**src/core/sld_defines.svh**
```systemverilog
// Constants for the serial latched source driver core
`ifndef SLD_DEFINES_SVH
`define SLD_DEFINES_SVH
`define SLD_WIDTH 10
`define SLD_CLK_NS 10
`define SLD_MAX_SCLK_KHZ 10000
`endif

```
**src/core/sld_pkg.sv**
```systemverilog
// Types for the serial latched source driver core
package sld_pkg;
  // Serial control inputs sampled from the controller
  typedef struct packed {
    logic sdata;
    logic sclk;
    logic strobe;
    logic blank;
  } sld_ctl_t;
  // Edge tracker states
  typedef enum logic [1:0] {
    SLD_CLK_LOW = 2'b01,
    SLD_CLK_HIGH = 2'b10
  } sld_edge_t;
endpackage

```
**src/core/sld_core.sv**
```systemverilog
// Serial-in shift register, transparent latches and blanked output stage
`timescale 1ns/1ps
`include "sld_defines.svh"
module sld_core #(
  parameter int WIDTH = `SLD_WIDTH
) (
  // Clock and reset
  input wire logic mclk,
  input wire logic rst_n,
  // Controller inputs
  input wire sld_pkg::sld_ctl_t ctl,
  // Cascade and parallel outputs
  output logic sdo,
  output logic [WIDTH-1:0] src_on,
  output logic [WIDTH-1:0] sink_on
);
  import sld_pkg::*;

  sld_edge_t edge_ff, nxt_edge;
  logic [WIDTH-1:0] shift_ff, nxt_shift;
  logic [WIDTH-1:0] latch_ff, nxt_latch;
  logic sdo_ff, nxt_sdo;
  logic [WIDTH-1:0] src_ff, nxt_src;
  logic [WIDTH-1:0] sink_ff, nxt_sink;
  logic rise;

  // Rising edge of the shift clock seen at mclk rate; sclk must be well under mclk
  assign rise = (edge_ff == SLD_CLK_LOW) && ctl.sclk;

  // Shift register and edge tracking
  always_comb begin
    nxt_edge = ctl.sclk ? SLD_CLK_HIGH : SLD_CLK_LOW;
    nxt_shift = shift_ff;
    if (rise) begin
      nxt_shift = {shift_ff[WIDTH-2:0], ctl.sdata};
    end
    nxt_sdo = nxt_shift[WIDTH-1];
  end

  // Latches track the register image while strobe is high
  always_comb begin
    nxt_latch = ctl.strobe ? nxt_shift : latch_ff;
  end

  // Output stage: blanking only masks, never writes latches
  always_comb begin
    case (ctl.blank)
      1'b1: begin
        nxt_src = '0;
        nxt_sink = '1;
      end
      default: begin
        nxt_src = nxt_latch;
        nxt_sink = ~nxt_latch;
      end
    endcase
  end

  // Registers; a reset pin does not exist on the part, so this is for simulation order
  always_ff @(posedge mclk or negedge rst_n) begin
    if (!rst_n) begin
      edge_ff <= SLD_CLK_HIGH;
      shift_ff <= '0;
      latch_ff <= '0;
      sdo_ff <= 1'b0;
      src_ff <= '0;
      sink_ff <= '1;
    end else begin
      edge_ff <= nxt_edge;
      shift_ff <= nxt_shift;
      latch_ff <= nxt_latch;
      sdo_ff <= nxt_sdo;
      src_ff <= nxt_src;
      sink_ff <= nxt_sink;
    end
  end

  assign sdo = sdo_ff;
  assign src_on = src_ff;
  assign sink_on = sink_ff;

  // Checks
  property p_shift_in;
    @(posedge mclk) disable iff (!rst_n)
      rise |=> shift_ff[0] == $past(ctl.sdata);
  endproperty
  a_shift_in: assert property (p_shift_in) else $error("serial bit not captured");

  property p_shift_move;
    @(posedge mclk) disable iff (!rst_n)
      rise |=> shift_ff[WIDTH-1:1] == $past(shift_ff[WIDTH-2:0]) && sdo == shift_ff[WIDTH-1];
  endproperty
  a_shift_move: assert property (p_shift_move) else $error("shift did not advance");

  property p_hold_noedge;
    @(posedge mclk) disable iff (!rst_n)
      !rise |=> $stable(shift_ff);
  endproperty
  a_hold_noedge: assert property (p_hold_noedge) else $error("shift without clock rise");

  property p_latch_follow;
    @(posedge mclk) disable iff (!rst_n)
      ctl.strobe |=> latch_ff == shift_ff;
  endproperty
  a_latch_follow: assert property (p_latch_follow) else $error("latch not transparent");

  property p_latch_hold;
    @(posedge mclk) disable iff (!rst_n)
      !ctl.strobe |=> $stable(latch_ff);
  endproperty
  a_latch_hold: assert property (p_latch_hold) else $error("latch changed with strobe low");

  property p_blank_off;
    @(posedge mclk) disable iff (!rst_n)
      ctl.blank |=> src_on == '0 && sink_on == '1;
  endproperty
  a_blank_off: assert property (p_blank_off) else $error("blanking did not disable outputs");

  property p_blank_keep;
    @(posedge mclk) disable iff (!rst_n)
      (ctl.blank && !ctl.strobe) |=> $stable(latch_ff);
  endproperty
  a_blank_keep: assert property (p_blank_keep) else $error("blanking disturbed latches");

  property p_out_follow;
    @(posedge mclk) disable iff (!rst_n)
      !ctl.blank |=> src_on == latch_ff && sink_on == ~latch_ff;
  endproperty
  a_out_follow: assert property (p_out_follow) else $error("output not from latch");

  // Cascade pin always mirrors the last stage
  property p_sdo_track;
    @(posedge mclk) disable iff (!rst_n)
      sdo == shift_ff[WIDTH-1];
  endproperty
  a_sdo_track: assert property (p_sdo_track) else $error("cascade output not last stage");

  // A rise moves the next-to-last stage onto the cascade pin
  property p_sdo_next;
    @(posedge mclk) disable iff (!rst_n)
      rise |=> sdo == $past(shift_ff[WIDTH-2]);
  endproperty
  a_sdo_next: assert property (p_sdo_next) else $error("cascade output skipped a stage");

  // Cascade pin quiet between rises, so a far device sees clean data
  property p_sdo_hold;
    @(posedge mclk) disable iff (!rst_n)
      !rise |=> $stable(sdo);
  endproperty
  a_sdo_hold: assert property (p_sdo_hold) else $error("cascade output moved without rise");

  // A long high phase must count as one rise only
  property p_rise_single;
    @(posedge mclk) disable iff (!rst_n)
      rise |=> !rise;
  endproperty
  a_rise_single: assert property (p_rise_single) else $error("one clock rise shifted twice");

  // Edge tracker stays in a legal one-hot state
  property p_edge_onehot;
    @(posedge mclk) disable iff (!rst_n)
      $onehot(edge_ff);
  endproperty
  a_edge_onehot: assert property (p_edge_onehot) else $error("edge tracker state illegal");

  // Blanking must not stop a strobe from loading the latches
  property p_blank_strobe;
    @(posedge mclk) disable iff (!rst_n)
      (ctl.blank && ctl.strobe) |=> latch_ff == shift_ff;
  endproperty
  a_blank_strobe: assert property (p_blank_strobe) else $error("blanking blocked latch load");

  // Source and sink never on together; a clash would short the load supply
  property p_out_excl;
    @(posedge mclk) disable iff (!rst_n)
      (src_on & sink_on) == '0;
  endproperty
  a_out_excl: assert property (p_out_excl) else $error("source and sink both on");

  // Unblanked sinks are the exact complement of the sources
  property p_sink_comp;
    @(posedge mclk) disable iff (!rst_n)
      !ctl.blank |=> sink_on == ~src_on;
  endproperty
  a_sink_comp: assert property (p_sink_comp) else $error("sink not complement of source");

  // Leaving blanking restores the stored pattern at once
  property p_unblank;
    @(posedge mclk) disable iff (!rst_n)
      (!ctl.blank && $past(ctl.blank)) |=> src_on == latch_ff;
  endproperty
  a_unblank: assert property (p_unblank) else $error("pattern lost across blanking");

  // Strobe low and blank low: outputs show the held latch value
  property p_strobe_low_out;
    @(posedge mclk) disable iff (!rst_n)
      (!ctl.strobe && !ctl.blank) |=> src_on == $past(latch_ff);
  endproperty
  a_strobe_low_out: assert property (p_strobe_low_out) else $error("output left held latch");

  // Transparent latch picks up a bit shifted in the same cycle
  property p_latch_from_shift;
    @(posedge mclk) disable iff (!rst_n)
      (ctl.strobe && rise) |=> latch_ff[0] == $past(ctl.sdata);
  endproperty
  a_latch_from_shift: assert property (p_latch_from_shift) else $error("latch missed new bit");

  // Held latches keep the sinks steady too
  property p_sink_hold;
    @(posedge mclk) disable iff (!rst_n)
      (!ctl.blank && !ctl.strobe) |=> sink_on == ~$past(latch_ff);
  endproperty
  a_sink_hold: assert property (p_sink_hold) else $error("sink left held latch");
endmodule

```
**config.mk**
```make
export PLATFORM = sky130hd
export DESIGN_NAME = sld_core
export DESIGN_NICKNAME = d
export VERILOG_FILES = /design/src/core/sld_pkg.sv /design/src/core/sld_core.sv
export VERILOG_INCLUDE_DIRS = /design/src /design/src/core
export SDC_FILE = /design/constraint.sdc
export NUM_CORES = 1
export LEC_CHECK = 0
export CAP_MARGIN = 30
export CORE_ASPECT_RATIO = 1.25
export CORE_UTILIZATION = 35
export DETAILED_ROUTE_END_ITERATION = 10
export DONT_BUFFER_PORTS = 1
export GPL_ROUTABILITY_DRIVEN = 0
export PLACE_DENSITY = 0.6
export SETUP_SLACK_MARGIN = 0.05
export SYNTH_ARGS = -nofsm -noshare
export SYNTH_HDL_FRONTEND = slang
export SYNTH_SLANG_ARGS = --single-unit
```
**constraint.sdc**
```tcl
create_clock -name mclk -period 1.4 [get_ports mclk]
set_input_delay 0.07 -clock mclk [delete_from_list [all_inputs] [get_ports mclk]]
set_output_delay 0.07 -clock mclk [all_outputs]
set_load 0.05 [all_outputs]
```
# Yosys cells after proc, flatten, opt, wreduce, memory -nomap -nowiden
# Cells that the tools add are included.
[word_totals]
output_inout_bits = 21
register_bits = 43
wordCells = 14
[op_classes]
mux = 5
n_eq_ne = 1
bitwise_logic = 1
n_reduce_logical = 1
[ops]
columns = ["operator", "count"]
rows = [
  ["2-to-1 mux 10 bit", 4],
  ["inverter 10 bit", 1],
  ["equality test 2 x 1 -> 1 bit (second input constant)", 1],
  ["2-to-1 mux 2 bit", 1],
  ["logical AND 1 bit", 1],
]

# Longest topological paths before layout
# Gate-level depths: netlist of run 1.
[logic_depth]
ltp_word = 6
ltp_mapped = 4

# Least setup slack after synthesis of run 1
# No wires, ideal clock.
[synth_path]
path_type = "register to register"
start = "register edge_ff[1]"
end = "register sink_ff[9], in the netlist sink_on[9]"
path_slack_ns = 0.074
synth_period_minus_slack_ns = 1.326
arrival_time_ns = 1.243
n_path_buf = 0
path_stages_with_launch = 4
cell_sequence = "dfstp_2 -> nand3b_1 -> nand2_1 -> a311o_1"
[synth_via]
elab_chain_cells = 6
[synth_rtl]
columns = ["element", "line", "source"]
rows = [
  ["start, declared", "sld_core.sv:19", "sld_edge_t edge_ff, nxt_edge;"],
  ["start signal, assigned", "sld_core.sv:69", "edge_ff <= nxt_edge;"],
  ["equality test 2 x 1 -> 1 bit", "sld_core.sv:28", "assign rise = (edge_ff == SLD_CLK_LOW) && ctl.sclk;"],
  ["logical AND 1 bit", "sld_core.sv:28", ""],
  ["2-to-1 mux 10 bit", "sld_core.sv:34", "if (rise) begin"],
  ["2-to-1 mux 10 bit", "sld_core.sv:42", "nxt_latch = ctl.strobe ? nxt_shift : latch_ff;"],
  ["inverter 10 bit", "sld_core.sv:54", "nxt_sink = ~nxt_latch;"],
  ["2-to-1 mux 10 bit", "sld_core.sv:47", "case (ctl.blank)"],
  ["net nxt_sink[9]", "sld_core.sv:24", "logic [WIDTH-1:0] sink_ff, nxt_sink;"],
  ["end signal, assigned", "sld_core.sv:74", "sink_ff <= nxt_sink;"],
  ["end, declared", "sld_core.sv:24", ""],
]
# The timed path passes the listed nets, and every way through them passes these cells.

# Worst setup path after layout of run 1
[layout_path]
start = "register edge_ff[1]"
end = "register sink_ff[7], in the netlist sink_on[7]"
# The elaborated chain is that of the path after synthesis.

==> impl_metrics.tcl, run 1 <==
set metrics [dict create \
    status "finished, violations left" \
    violations "negative hold slack" \
    syn_inst 122 \
    clockBufferDepth 2 \
    synth_warnings 0 \
    fin_crit_ps 1340 \
    die_w_um 61.1 \
    cts_inserted_buffers 5 \
    clk_latency_ps 300 \
    drt-initial-drc-count 42 \
    pin_count 27 \
    p_sw_share_pct 30.3 \
    critical_path.startpoint_type "flop" \
    dieArea_sq_um 4640 \
    worstPathArrival_ps 1570 \
    synth_most_common_cell "dfrtp_1" \
    core_region_area_sq_um 4130 \
    cts_tree "yes" \
    slew_headroom_pct 40.3 \
    vias 998 \
    p_comb_share_pct 11.3 \
    ys_top_cells_by_area "dfrtp_1, dfstp_2, a311o_1, nand2_1, a311oi_1" \
    viasPerCell 5.25 \
    avgSynthCellArea_sq_um 12.5 \
    nets 139 \
    syn_to_final_growth_pct 20.4 \
    max_freq_ghz 0.745 \
    cp_slowest_stage_delay_ps 520 \
    fillCellCount 388 \
    synthSimpleGateAreaFrac_pct 11.7 \
    synthTopCellsByCount "dfrtp_1, nand2_1, dfstp_2" \
    setup_viol 0 \
    synthFlopType "dfrtp_1" \
    worstPathRequired_ps 1630 \
    cap_violations 0 \
    synth_adder_area_share_pct 0 \
    reg2reg_depth 4 \
    postCtsSetupBuffers 0 \
    synth_edf_count 0 \
    grt_overflow 0 \
    drtPass1Iterations 4 \
    fin_crit_sh_pct 95.9 \
    synth-compound-area-share_pct 16.4 \
    cts.clk_slew.worst_paths_ps 70 \
    start_util_pct 37.0 \
    grt_antenna_before_repair 0 \
    grt_pass1_wl_um 4420 \
    total_power_uw 2900 \
    yosys.area.top_type "dfrtp_1" \
    peakVddDrop_mv 0.414 \
    cts_htree_levels 2 \
    seq_area_sq_um 1060 \
    hold_depth 2 \
    die_h_um 75.9 \
    crit_fanout 6 \
    post_drt_wl_per_cell_um 14.9 \
    critPathSlowestCell "dfstp_2" \
    setup_tns_ps 0 \
    clkPwrFrac_pct 30.8 \
    clock_skew_ps 3.44 \
    critPathKind "reg -> reg" \
    drive_above_1_share_pct 29.9 \
    rows 26 \
    hold_class "in -> reg" \
    port_buffers 0 \
    synth_top_family_by_area "compound AO/OA/AOI/OAI gates" \
    powerDensity_nw_per_um2 1570 \
    synthDistinctLibCells 15 \
    rsz0062_at_grt "true" \
    maxSlewViolCount 0 \
    power_leakage_uw 0.000805 \
    dp.final_hpwl_um 1700 \
    synth-xor-area-share_pct 0 \
    intPower_uw 2020 \
    synth_nets 128 \
    grt_pass1_vias 961 \
    root_buffer "clkbuf_8" \
    worst_pin_slew_ps 893 \
    ys_seq_elements 42 \
    synth_top_area_share_pct 50.7 \
    holdWs_ps -5.85 \
    seqPwrFrac_pct 57.9 \
    muxShareOfSynthArea_pct 0 \
    antenna_left 0 \
    cp-end-kind "flop" \
    diodes 0 \
    critical_path.cell_chain "nand3b_1 > buf_6 > nand2_1 > a311o_1" \
    synth_async_sr_flop_share_pct 100 \
    numClockSinks 42 \
    p_sw_uw 878 \
    finalWirelength_um 2830 \
    track_usage_pct 13.6 \
    post-route-drc-count 0 \
    syn_area_sq_um 1530 \
    finalHoldViolCount 1 \
    multi_input_area_sq_um 470 \
    seq_area_frac_synth_pct 69.6 \
    grt_max_degree 43 \
]
[kinds of logic after synthesis]
| logic type | Yosys count |
|---|---|
| flip-flops | 42 |
| AND/OR/NAND/NOR | 42 |
| AO/OA/AOI/OAI | 30 |
| buffers and inverters | 8 |
[placed cells by master (no fill, tap or decap), drive strengths merged]
cell / n
a311oi: 10
dlygate4sd3: 4
dfstp: 11
nand2: 30
nand3b: 1
a311o: 10
nor2: 10
buf: 7
a31oi: 10
clkbuf: 8
and3b: 1
dfrtp: 31
inv: 1
[critical path: cells and delay by family, from the launching register on]
kind | cells | cell delay, ps
flops | 1 | 520
buf+inv | 1 | 140
compound gates | 1 | 370
simple gates | 2 | 240
[layout make-up]
type / count / area share (%)
clock buffers: 8 / 5.98
well taps: 56 / 3.81
repair buffers: 11 / 6.59
flip-flops and latches: 42 / 57.9
inverters: 1 / 0.204
multi-input cells: 72 / 25.6
[metal layers]
layer	GRT usage, %	vias up	part of all wire, %
li1	-	463	-
met4	9.09	0	3.2
met1	14.4	507	40
met3	4.92	5	3.9
met2	22.3	23	53
met5	0	-	0
[final timing paths]
path / slack [ps] / endpoint / start
hold / removal: -6 / flop / ctl[1]
max in group asynchronous: 910 / edge_ff[1] / rst_n
hold reg to reg: 530 / shift_ff[8] / shift_ff[8]
min in group asynchronous: 230 / shift_ff[5] / rst_n
setup reg to reg: 60 / sink_on[7] / edge_ff[1]
setup / recovery: 60 / sink_on[7] / edge_ff[1]
[power by group through the flow]
| stage | Clock [uW] | Combinational, uW | Sequential (uW) |
|---|---|---|---|
| 2_1_floorplan | 0 | 201 | 1690 |
| 3_3_place_gp | 0 | 226 | 1690 |
| 3_5_place_dp | 0 | 238 | 1700 |
| 4_1_cts | 907 | 294 | 1680 |
| 5_1_grt | 973 | 369 | 1700 |
| 6_report | 892 | 328 | 1680 |
[repair_timing]
| action | 4_1_cts | 5_1_grt |
|---|---|---|
| hold buffers | 5 | 1 |
| endpoints found under the hold margin | 75 | 30 |
| pin swaps | 0 | 3 |
| gates resized for setup | 2 | 8 |
| setup endpoints to repair | 2 | 15 |
[through the flow]
step / hold slack (ps) / area [sq um] / setup slack, ps / util (%) / cells
after global placement: -225 / 1610 / 84.5 / 38.9 / 176
after CTS: -133 / 1790 / 60.9 / 43.3 / 189
after detailed placement: -224 / 1610 / 21.1 / 38.9 / 176
after floorplan: -226 / 1530 / 73.6 / - / 122
after global routing: 5.79 / 1840 / 13.4 / 44.5 / 190
final: -5.85 / 1840 / 57.6 / 44.5 / 190
Note: power is estimated with default switching activity, not from simulation.
==> run 2: changes to the inputs <==
Settings changed: CORE_MARGIN from default to 10.
==> impl_metrics.tcl, run 2 (synthesized netlist as in run 1, its figures left out) <==
set metrics [dict create \
    holdWs_ps 9.49 \
    place_area_sq_um 1620 \
    slew_headroom_pct 45.3 \
    cts.clk_slew.worst_paths_ps 80 \
    grt_antenna_before_repair 0 \
    max_freq_ghz 0.758 \
    clk_latency_ps 290 \
    intPower_uw 2050 \
    path_delay_family "flip-flops" \
    hold_class "in -> reg" \
    setup_tns_ps 0 \
    dieArea_sq_um 7430 \
    syn_to_final_growth_pct 21.2 \
    clkPwrFrac_pct 31.4 \
    cts_inserted_buffers 5 \
    cts_htree_levels 2 \
    drive_above_1_share_pct 28.7 \
    nets 141 \
    post-route-drc-count 0 \
    setup_viol 0 \
    finalHoldViolCount 0 \
    p_sw_uw 876 \
    grt_pass1_wl_um 5370 \
    power_leakage_uw 0.000812 \
    drt-initial-drc-count 58 \
    die_h_um 93.9 \
    final_cell_mix "dfrtp_1, nand2_1, dfstp_2" \
    drtPass1Iterations 4 \
    port_buffers 0 \
    fin_ws_ps 81.1 \
    multi_input_area_sq_um 455 \
    postCtsSetupBuffers 0 \
    dp.final_hpwl_um 1970 \
    critPathKind "reg -> reg" \
    pin_count 27 \
    worst_pin_slew_ps 817 \
    rsz0062_at_grt "true" \
    worstPathRequired_ps 1620 \
    p_comb_share_pct 11.1 \
    cap_violations 0 \
    maxSlewViolCount 0 \
    root_buffer "clkbuf_8" \
    worstPathArrival_ps 1540 \
    numClockSinks 42 \
    cp_slowest_stage_delay_ps 520 \
    viasPerCell 5.34 \
    dp_slack_ps 84.3 \
    critical_path.startpoint_type "flop" \
    die_w_um 79.1 \
    vias 1026 \
    antenna_left 0 \
    final_common_cell "dfrtp_1" \
    seqPwrFrac_pct 57.5 \
    peakVddDrop_mv 0.622 \
    crit_fanout 4 \
    diodes 0 \
    cts_tree "yes" \
    fin_crit_sh_pct 94.2 \
    fin_crit_ps 1320 \
    seq_area_sq_um 1060 \
    start_util_pct 36.7 \
    track_usage_pct 9.13 \
    rows 26 \
    critical_path.cell_chain "nand3b_1 > buf_4 > nand2_1 > a311o_1" \
    finalWirelength_um 3160 \
    status "completed" \
    path_buf_inv 1 \
    grt_overflow 0 \
    clock_skew_ps 6.05 \
    post_drt_wl_per_cell_um 16.5 \
    p_sw_share_pct 30.0 \
    critPathSlowestCell "dfstp_2" \
    grt_max_degree 43 \
    fillCellCount 406 \
    core_region_area_sq_um 4160 \
    grt_pass1_vias 1082 \
    powerDensity_nw_per_um2 1580 \
    final_area_sq_um 1850 \
    cp-end-kind "flop" \
    clockBufferDepth 2 \
]
[run 2: cell count changes in the layout (fill, tap and decap cells not counted), sizes merged]
cell,delta
clkinv,+2
dlygate4sd3,+2
bufinv,+1
clkbuf,-3
[run 2: path summary, 6_finish.rpt]
path	startpoint	end	slack [ps]	depth (start not counted)
worst max-delay path	edge_ff[1]	sink_on[9]	80	4
min in group asynchronous	rst_n	async pin	230	2
worst min-delay path	ctl[1]	flop	9	2
worst max register to register	edge_ff[1]	sink_on[9]	80	4
worst min register to register	shift_ff[5]	shift_ff[5]	530	2
max in group asynchronous	rst_n	sink_on[2]	890	2
[run 2: power by group through the flow]
stage	clock (uW)	combinational (uW)	sequential [uW]
final	918	325	1680
after global placement	0	227	1700
after global routing	1010	369	1700
after detailed placement	0	241	1700
after CTS	948	314	1680
after floorplan	0	201	1690
[run 2: metal layers]
metal,vias to the layer above,share of wire [%],GRT usage [%],wire [um]
met5,-,0,0,0
met3,4,6.6,4.41,209
met1,526,42,9.94,1340
met2,25,49,14.7,1560
li1,471,-,-,-
met4,0,1.7,4.04,54
[run 2: area by class of cell]
class | count | share of cell area (%)
clock inverter | 3 | 2.16
sequential | 42 | 57.5
tap | 56 | 3.78
timing repair buffer | 13 | 8.10
multi-input combinational | 72 | 24.6
clock buffer | 5 | 3.71
inverter | 1 | 0.203
[run 2: repair_timing]
action                                  CTS  global route
hold endpoints to repair                 75             1
hold buffers                              7             1
gates resized for setup                   0             8
endpoints found under the setup margin    0            16
[run 2: per-stage QoR]
step           utilization [%]  power [uW]  std cells
2_1_floorplan                -        1890        122
3_3_place_gp              38.9        1930        176
3_5_place_dp              38.9        1940        176
4_1_cts                   43.6        2940        191
5_1_grt                   44.5        3080        192
6_report                  44.5        2920        192
